File: src/hdl/grw_regs.svh
// constants of the gateway reset and watchdog action block
// assumes a 50 MHz reference clock
`ifndef GRW_REGS_SVH
`define GRW_REGS_SVH

// action opcodes
`define GRW_OP_REBOOT 8'hf0
`define GRW_OP_FORCED_RESET 8'hf1
`define GRW_OP_FLAG_CLEAR 8'hf2
`define GRW_OP_TIMEOUT_PROG 8'hf3

// status byte layout and reset value
`define GRW_HARD_RESET_LINK_FLAG_BIT 7
`define GRW_RESET_SEEN_FLAG_BIT 6
`define GRW_STATUS_RST 8'h40

// communication watchdog interval after reset, in 100 ms steps
`define GRW_INTERVAL_RST 8'h64

// timing
`define GRW_CLK_KHZ 50000
`define GRW_TICK_MS 100
`define GRW_TICK_CYC (`GRW_TICK_MS * `GRW_CLK_KHZ)

`endif

File: src/hdl/grw_pkg.sv
// types of the gateway reset and watchdog action block
// assumes grw_regs.svh for the numeric constants
package grw_pkg;

   typedef enum logic [2:0]
   {
      GRW_ST_RUN = 3'b001,
      GRW_ST_REBOOT = 3'b010,
      GRW_ST_HALT = 3'b100
   } grw_state_t;

endpackage

File: src/hdl/grw_actions.sv
// gateway reset, flag clear and communication watchdog actions
// assumes actions and packet events arrive on this clock, one per cycle
`timescale 1ns/1ps
`include "grw_regs.svh"

module grw_actions
   import grw_pkg::*;
#(
   parameter int unsigned TICK_CYC = `GRW_TICK_CYC
)
(
   input wire logic i_ref_clk,
   input wire logic i_rst,
   input wire logic i_ce,
   input wire logic i_act_valid,
   input wire logic [7:0] i_act_opcode,
   input wire logic [7:0] i_act_param,
   input wire logic i_pkt_valid,
   input wire logic [7:0] i_status_set,
   output logic o_cmd_enable,
   output logic o_reboot,
   output logic o_io_reset,
   output logic o_hw_kick,
   output logic o_hw_reset_req,
   output logic [7:0] o_status,
   output logic [7:0] o_interval
);

   function automatic logic is_op(input logic [7:0] op,
                                  input logic [7:0] code);
      is_op = (op == code);
   endfunction

   grw_state_t state_ff;
   grw_state_t nxt_state;
   logic [7:0] status_ff;
   logic [7:0] nxt_status;
   logic [7:0] interval_ff;
   logic [7:0] nxt_interval;
   logic [7:0] cnt_ff;
   logic [7:0] nxt_cnt;
   logic cmd_enable_ff;
   logic reboot_ff;
   logic io_reset_ff;
   logic hw_kick_ff;
   logic hw_reset_req_ff;
   logic nxt_hw_reset_req;
   logic nxt_cmd_enable;
   logic nxt_reboot;
   logic nxt_io_reset;
   logic nxt_hw_kick;
   logic run;
   logic act;
   logic restart;
   logic expire;
   logic tick;

   assign run = (state_ff == GRW_ST_RUN);
   assign act = i_act_valid && run;
   assign restart = run && (i_pkt_valid ||
                    (act && is_op(i_act_opcode, `GRW_OP_TIMEOUT_PROG)));

   ////////////////////////////////////////////////////////////////////////
   // 100 ms tick, restarted with the watchdog count
   grw_tick_gen #(.TICK_CYC(TICK_CYC)) u_tick
   (
      .i_ref_clk(i_ref_clk),
      .i_rst(i_rst),
      .i_ce(i_ce),
      .i_clr(restart),
      .o_tick(tick)
   );

   ////////////////////////////////////////////////////////////////////////
   // communication watchdog
   assign expire = run && tick && !act && !i_pkt_valid &&
                   (|interval_ff) && (cnt_ff + 8'd1 >= interval_ff);

   always_comb
   begin
      nxt_interval = interval_ff;
      nxt_cnt = cnt_ff;
      if (act && is_op(i_act_opcode, `GRW_OP_TIMEOUT_PROG))
      begin
         nxt_interval = i_act_param;
      end
      if (restart)
      begin
         nxt_cnt = 8'h00;
      end
      else if (tick && cnt_ff != 8'hff)
      begin
         nxt_cnt = cnt_ff + 8'd1;
      end
   end

   always_ff @(posedge i_ref_clk)
   begin
      if (i_rst)
      begin
         interval_ff <= `GRW_INTERVAL_RST;
         cnt_ff <= 8'h00;
      end
      else if (i_ce)
      begin
         interval_ff <= nxt_interval;
         cnt_ff <= nxt_cnt;
      end
   end

   ////////////////////////////////////////////////////////////////////////
   // action sequencing
   always_comb
   begin
      nxt_state = state_ff;
      nxt_hw_reset_req = hw_reset_req_ff;
      case (state_ff)
         GRW_ST_RUN:
         begin
            if (act && is_op(i_act_opcode, `GRW_OP_REBOOT))
            begin
               nxt_state = GRW_ST_REBOOT;
            end
            else if (act && is_op(i_act_opcode, `GRW_OP_FORCED_RESET))
            begin
               nxt_state = GRW_ST_HALT;
               nxt_hw_reset_req = 1'b1;
            end
            else if (expire)
            begin
               nxt_state = GRW_ST_HALT;
               nxt_hw_reset_req = 1'b1;
            end
         end
         GRW_ST_REBOOT: nxt_state = GRW_ST_REBOOT;
         GRW_ST_HALT: nxt_state = GRW_ST_HALT;
         default: nxt_state = GRW_ST_RUN;
      endcase
      nxt_cmd_enable = (nxt_state == GRW_ST_RUN);
      nxt_reboot = (nxt_state == GRW_ST_REBOOT);
      nxt_io_reset = (nxt_state != GRW_ST_RUN);
      nxt_hw_kick = tick && (nxt_state == GRW_ST_RUN);
   end

   always_ff @(posedge i_ref_clk)
   begin
      if (i_rst)
      begin
         state_ff <= GRW_ST_RUN;
         hw_reset_req_ff <= 1'b0;
         cmd_enable_ff <= 1'b1;
         reboot_ff <= 1'b0;
         io_reset_ff <= 1'b0;
         hw_kick_ff <= 1'b0;
      end
      else if (i_ce)
      begin
         state_ff <= nxt_state;
         hw_reset_req_ff <= nxt_hw_reset_req;
         cmd_enable_ff <= nxt_cmd_enable;
         reboot_ff <= nxt_reboot;
         io_reset_ff <= nxt_io_reset;
         hw_kick_ff <= nxt_hw_kick;
      end
   end

   ////////////////////////////////////////////////////////////////////////
   // status byte, set wins over clear
   always_comb
   begin
      nxt_status = status_ff;
      if (act && is_op(i_act_opcode, `GRW_OP_FLAG_CLEAR))
      begin
         nxt_status = status_ff & ~i_act_param;
      end
      nxt_status = nxt_status | i_status_set;
   end

   always_ff @(posedge i_ref_clk)
   begin
      if (i_rst)
      begin
         status_ff <= `GRW_STATUS_RST;
      end
      else if (i_ce)
      begin
         status_ff <= nxt_status;
      end
   end

   assign o_cmd_enable = cmd_enable_ff;
   assign o_reboot = reboot_ff;
   assign o_io_reset = io_reset_ff;
   assign o_hw_kick = hw_kick_ff;
   assign o_hw_reset_req = hw_reset_req_ff;
   assign o_status = status_ff;
   assign o_interval = interval_ff;
endmodule // grw_actions

File: src/hdl/grw_tick_gen.sv
// 100 ms tick prescaler for the communication watchdog
// assumes the caller restarts it together with the watchdog count
`timescale 1ns/1ps

module grw_tick_gen
#(
   parameter int unsigned TICK_CYC = 32'd5000000
)
(
   input wire logic i_ref_clk,
   input wire logic i_rst,
   input wire logic i_ce,
   input wire logic i_clr,
   output logic o_tick
);

   logic [31:0] cnt_ff;
   logic [31:0] nxt_cnt;
   logic tick_ff;
   logic nxt_tick;

   ////////////////////////////////////////////////////////////////////////
   // prescaler
   always_comb
   begin
      nxt_cnt = cnt_ff;
      nxt_tick = 1'b0;
      if (i_clr)
      begin
         nxt_cnt = 32'h0;
      end
      else if (cnt_ff == TICK_CYC - 32'd1)
      begin
         nxt_cnt = 32'h0;
         nxt_tick = 1'b1;
      end
      else
      begin
         nxt_cnt = cnt_ff + 32'd1;
      end
   end

   always_ff @(posedge i_ref_clk)
   begin
      if (i_rst)
      begin
         cnt_ff <= 32'h0;
         tick_ff <= 1'b0;
      end
      else if (i_ce)
      begin
         cnt_ff <= nxt_cnt;
         tick_ff <= nxt_tick;
      end
   end

   assign o_tick = tick_ff;

endmodule // grw_tick_gen

File: config.mk
export PLATFORM = sky130hd
export DESIGN_NAME = grw_actions
export DESIGN_NICKNAME = d
export VERILOG_FILES = /design/src/hdl/grw_pkg.sv /design/src/hdl/grw_actions.sv /design/src/hdl/grw_tick_gen.sv
export VERILOG_INCLUDE_DIRS = /design/src /design/src/hdl
export SDC_FILE = /design/constraint.sdc
export NUM_CORES = 1
export LEC_CHECK = 0
export BUFFER_PORTS_ARGS = -buffer_cell sky130_fd_sc_hd__buf_2
export CAP_MARGIN = 20
export CORE_MARGIN = 2
export CORE_UTILIZATION = 25
export DETAILED_ROUTE_END_ITERATION = 8
export SYNTH_ARGS = -nofsm -noshare
export SYNTH_HDL_FRONTEND = slang
export SYNTH_SLANG_ARGS = --single-unit
File: constraint.sdc
create_clock -name i_ref_clk -period 2.85 [get_ports i_ref_clk]
set_clock_uncertainty 0.1 [all_clocks]
set_input_delay 0.1425 -clock i_ref_clk [delete_from_list [all_inputs] [get_ports i_ref_clk]]
set_output_delay 0.1425 -clock i_ref_clk [all_outputs]
set_load 0.05 [all_outputs]
**Word level (Yosys, flattened, before mapping)**

Cells that the tools add are included.

- Output and inout port bits: 21
- Word-level logic and storage cells: 65
- Flip-flop bits (word level): 65
- Input bits: 29

- Reduce and logical (&&, ||, !) cells: 22
- Add/subtract/negate cells: 2
- Bitwise gates (word level): 4
- Muxes and demuxes: 13
- Eq/ne operators: 12
- Magnitude comparators: 1

Operator list:

| kind | count |
|---|---|
| $mux 32 | 2 |
| $add 32x1->32 const B | 1 |
| $eq 32x23->1 const B | 1 |
| $eq 8x8->1 const B | 4 |
| $mux 8 | 3 |
| $logic_and 1x1->1 | 13 |
| $mux 3 | 3 |
| $pmux 3 s3 | 1 |
| $add 8x1->8 const B | 1 |
| $and 8x8->8 | 1 |
| $ge 8x8->1 | 1 |
| $ne 8x8->1 const B | 1 |
| $not 8->8 | 1 |
| $or 8x8->8 | 1 |
| $reduce_or 8->1 | 1 |
| $eq 3x1->1 const B | 2 |
| $eq 3x2->1 const B | 2 |
| $mux 1 | 4 |
| $reduce_and 2->1 | 2 |
| $reduce_and 4->1 | 1 |
| $reduce_bool 2->1 | 2 |
| $eq 3x3->1 const B | 1 |
| $ne 3x1->1 const B | 1 |
| $logic_not 1->1 | 2 |
| other kinds (2) | 2 |

**Logic depth before layout (Yosys ltp)**

- Depth after elaboration: 13
- Mapped depth: 10
- Mapped depth without buffers: 10

**Hierarchy**

From an unflattened synthesis, not the netlist that was laid out.

- Cell total of the unflattened synthesis: 429
- Area, all modules: 3,649.8 µm²

By module, submodules not included:

| module | times used | area an instance (µm²) | cells an instance | seq. area each (µm²) |
|---|---|---|---|---|
| grw_tick_gen | 1 | 1,903.1 | 221 | 660.6 |
| grw_actions | 1 | 1,746.7 | 208 | 640.6 |

**Least setup slack after synthesis**

OpenSTA, ideal clock, no wires.

- Kind: register -> register
- Start: register cnt_ff[0]
- End: register io_reset_ff (netlist: o_io_reset)
- Required time: 2.633 ns
- Path buffers: 0
- Clock period less this slack: 2.235 ns
- Arrival time: 2.017 ns
- Stages on the path, launching flop included: 11
- Path slack: 0.615 ns
- Path through: dfxtp_1 -> ha_1 -> nand3_1 -> nor2_1 -> xor2_1 -> ha_1 -> a21o_1 -> a21oi_1 -> a221o_1 -> o21bai_1 -> a32o_1

- Longest elaborated chain between the ends: 8

Ends and longest elaborated chain:

| element | line | text |
|---|---|---|
| from (decl) | grw_actions.sv:40 | `logic [7:0] cnt_ff;` |
| from (signal assigned) | grw_actions.sv:107 | `cnt_ff <= nxt_cnt;` |
| $add 8x1->8 | grw_actions.sv:77 | `(\|interval_ff) && (cnt_ff + 8'd1 >= interval_ff);` |
| $ge 8x8->1 | grw_actions.sv:77 |  |
| $logic_and 1x1->1 | grw_actions.sv:77 |  |
| $mux 3 | grw_actions.sv:129 | `else if (expire)` |
| $mux 3 | grw_actions.sv:124 | `` else if (act && is_op(i_act_opcode, `GRW_OP_FORCED_RESET)) `` |
| $mux 3 | grw_actions.sv:120 | `` if (act && is_op(i_act_opcode, `GRW_OP_REBOOT)) `` |
| $pmux 3 s3 | grw_actions.sv:117 | `case (state_ff)` |
| $ne 3x1->1 | grw_actions.sv:141 | `nxt_io_reset = (nxt_state != GRW_ST_RUN);` |
| to (signal assigned) | grw_actions.sv:162 | `io_reset_ff <= nxt_io_reset;` |
| to (decl) | grw_actions.sv:44 | `logic io_reset_ff;` |

No other way between the ends.
A chain may end at the register's enable or synchronous reset.

**Worst setup path after layout**

Same ends and word-level chain as after synthesis.

==> metrics.csv <==
stage;metric;value;unit
run_status;outcome;complete, no violations;
die;core.rowCount;42;
setup_path;critical_path_class;reg -> reg;
placement;portBuffers;49;
synth;syn_inst;406;
cells_and_area;fillCellCount;1390;
placement;dp_hpwl;6500;um
cts;cts.sinks;65;
routing;wl_per_cell;14.3;um
synth;synth_seq_area_share;0.382;
synth;synth_top_area_share;0.382;
sta;tightest_slew;0.614;ns
cts;cts_setup_buffers;0;
run;cap_violations;0;
die;dieWidth;121;um
grt;grt_pass1_vias;3095;
setup_path;worstPathCellList;ha_1 > nand3_1 > nor2_1 > xor2_1 > ha_1 > a21o_1 > a21oi_1 > a221o_1 > o21bai_1 > a32o_1;
die;design.core.area;13200;um^2
synth;synth_edf_count;0;
power_and_ir_drop;max-vdd-ir-drop;301;uV
grt;antenna_found_initial;0;
synth;ys_ff_latch;65;
setup_path;cp_slowest_cell;dfxtp_1;
routing;drt_iter0_drc;204;
sta;hold_violations;0;
sta;post-route-min-period;2.61;ns
routing;highest_layer;met4;
cells_and_area;layout.nets;508;
cells_and_area;diodes;0;
grt;grt_pass1_wl;15100;um
synth;yosys_warnings;0;
setup_path;critPathMaxStageDelay;0.40;ns
synth;syn_nets;445;
setup_path;path_common_cell;ha_1;
sta;final.setup.tns;0;ns
power_and_ir_drop;power_density;545;nW/um^2
cts;path_clk_slew;0.06;ns
sta;period_share;0.916;
routing;met1Wirelength;4270;um
hold_path;hold_path_class;in -> reg;
synth;synth.avg_cell_area;8.38;um^2
setup_path;critPathArrivalTime;2.72;ns
die;die_h;121;um
setup_path;startpoint_type;register;
cts;cts-htree-levels;3;
routing;viasPerCell;4.99;
synth;synth.largest_area_cell;dfxtp_1;
placement;dp_cells;620;
sta;maxSlewHeadroom;0.591;
cts;cts_tree;built;
die;dieArea;14600;um^2
synth;synthFlopType;dfxtp_1;
die;io_pins;50;
routing;vias;3240;
placement;finalWeightedCongestion;0.895;
cells_and_area;stdcell_count;649;
synth;ys_async_sr_fraction;0;
sta;rsz0062_at_grt;false;
cells_and_area;regArea;1300;um^2
cts;root_buffer;clkbuf_16;
setup_path;worstSetupEndpointType;register;
grt;grt_max_degree;33;
synth;synth_area_leaders;dfxtp_1 (38%), nor3_1 (5.1%), xor2_1 (4.6%);
sta;setup_viol;0;
power_and_ir_drop;p_leak;1.59;nW
sta;max_freq;0.383;GHz
cts;cts_resized;0;
cells_and_area;area_growth;25.4;%
setup_path;worstPathMaxFanout;4;
die;initial_core_util;0.257;
cts;clockBufferDepth;2;
routing;totalWireLength;9310;um
cts;hold_buffers;14;
cts;clkLatencyLatePin;0.33;ns
routing;firstDrtPassIters;7;
cells_and_area;multiInputGateArea;1880;um^2
cts;cts_buffers;9;
routing;drc;0;
routing;dr_wl_met3;334;um
setup_path;cp.required;2.96;ns
synth;synth_area;3400;um^2
synth;yosysUniqueCellTypes;57;
cells_and_area;drive_gt1_frac;0.167;
routing;route.met2.wl;4460;um
grt;overflow;0;
sta;drv_slew;0;
routing;ant_nets;0;
grt;grt_usage;0.128;
-- state kept, by name, indices dropped and copies added, names as in the netlist, 3 cells and up --
signal         count
o_status           8
u_tick.cnt_ff     32
state_ff           3
cnt_ff             8
o_interval         8
-- worst paths after layout --
kind              slack [ns]  depth (start not counted)            from       endpoint
hold reg to reg         0.36                          2     o_status[6]    o_status[6]
setup reg to reg        0.24                         10       cnt_ff[0]     o_io_reset
setup / recovery        0.24                         10       cnt_ff[0]     o_io_reset
hold / removal          0.01                          3  i_act_param[7]  o_interval[7]
-- Yosys cell counts, types with 2 or more instances --
master    number
nor2b_1        2
or3_1          4
clkbuf_1       9
xor2_1        18
o211ai_1       4
a22oi_1        7
or2_2          2
mux2i_1        6
nor4_1         9
nor2_1        27
o31ai_1        3
ha_1          10
nor3_1        35
xnor2_1       13
or4_1          4
nor3b_1        4
or3b_2         2
nand2_1       40
o21a_1         3
nor4b_1        3
a21oi_1       15
nand3_1       20
clkbuf_8       3
buf_6          2
a31oi_1        3
o21ai_0       14
nand4_1       17
o311ai_0       2
inv_1         23
and4_1         3
dfxtp_1       65
buf_4          4
a211oi_1       3
and3_1         4
-- worst max-delay path: cells and delay by family, from the launching register on --
kind / cells / cell delay (ns)
compound gates: 5 / 0.95
xor+xnor: 1 / 0.25
fa+ha+maj: 2 / 0.54
flops: 1 / 0.40
simple gates: 2 / 0.25
-- cell usage in the layout (no fill, tap or decap), types with 10 or more instances in the layout --
master,Yosys,routed
ha_1,10,10
dlygate4sd3_1,0,14
nor2_1,27,27
inv_1,23,23
a21oi_1,15,15
xor2_1,18,18
xnor2_1,13,13
o21ai_0,14,14
nand3_1,20,20
nand2_1,40,40
buf_2,1,49
nor3_1,35,35
dfxtp_1,65,65
nand4_1,17,17
-- per-layer routing --
layer / vias up / GRT usage
met5: - / 0
met4: 0 / 0.0669
met3: 18 / 0.0222
met2: 86 / 0.208
met1: 1533 / 0.162
li1: 1603 / -
-- power by group --
group	switching, mW	internal [mW]
Clock	0.392	0.833
Sequential	0.00908	0.922
Combinational	0.112	0.0590
-- cell type report --
| class | instances | share of cell area |
|---|---|---|
| repair buffers | 71 | 0.104 |
| clock inverters | 2 | 0.0141 |
| multi-input cells | 299 | 0.441 |
| well taps | 176 | 0.0516 |
| clock buffers | 13 | 0.0634 |
| inverters | 23 | 0.0202 |
| flip-flops and latches | 65 | 0.305 |
-- logic make-up after synthesis --
group / count (synthesis) / share of synthesized area
compound gates: 68 / 0.137
xor+xnor: 31 / 0.0798
fa+ha+maj: 10 / 0.0368
buf+inv: 42 / 0.0644
flops: 65 / 0.382
mux: 6 / 0.0177
simple gates: 184 / 0.282
-- metrics by stage --
step | hold WS, ns | setup slack, ns | util | total power, mW | cell area (um^2)
after floorplan | 0.167 | 0.615 | - | 1.05 | 3400
after global placement | 0.265 | 0.407 | 0.287 | 1.10 | 3790
after detailed placement | 0.272 | 0.350 | 0.287 | 1.10 | 3790
after CTS | 0.0121 | 0.260 | 0.322 | 2.34 | 4270
after global routing | 0.00885 | 0.0500 | 0.322 | 2.40 | 4270
final | 0.0110 | 0.240 | 0.322 | 2.33 | 4270
Note: power is estimated with default switching activity, not from simulation.
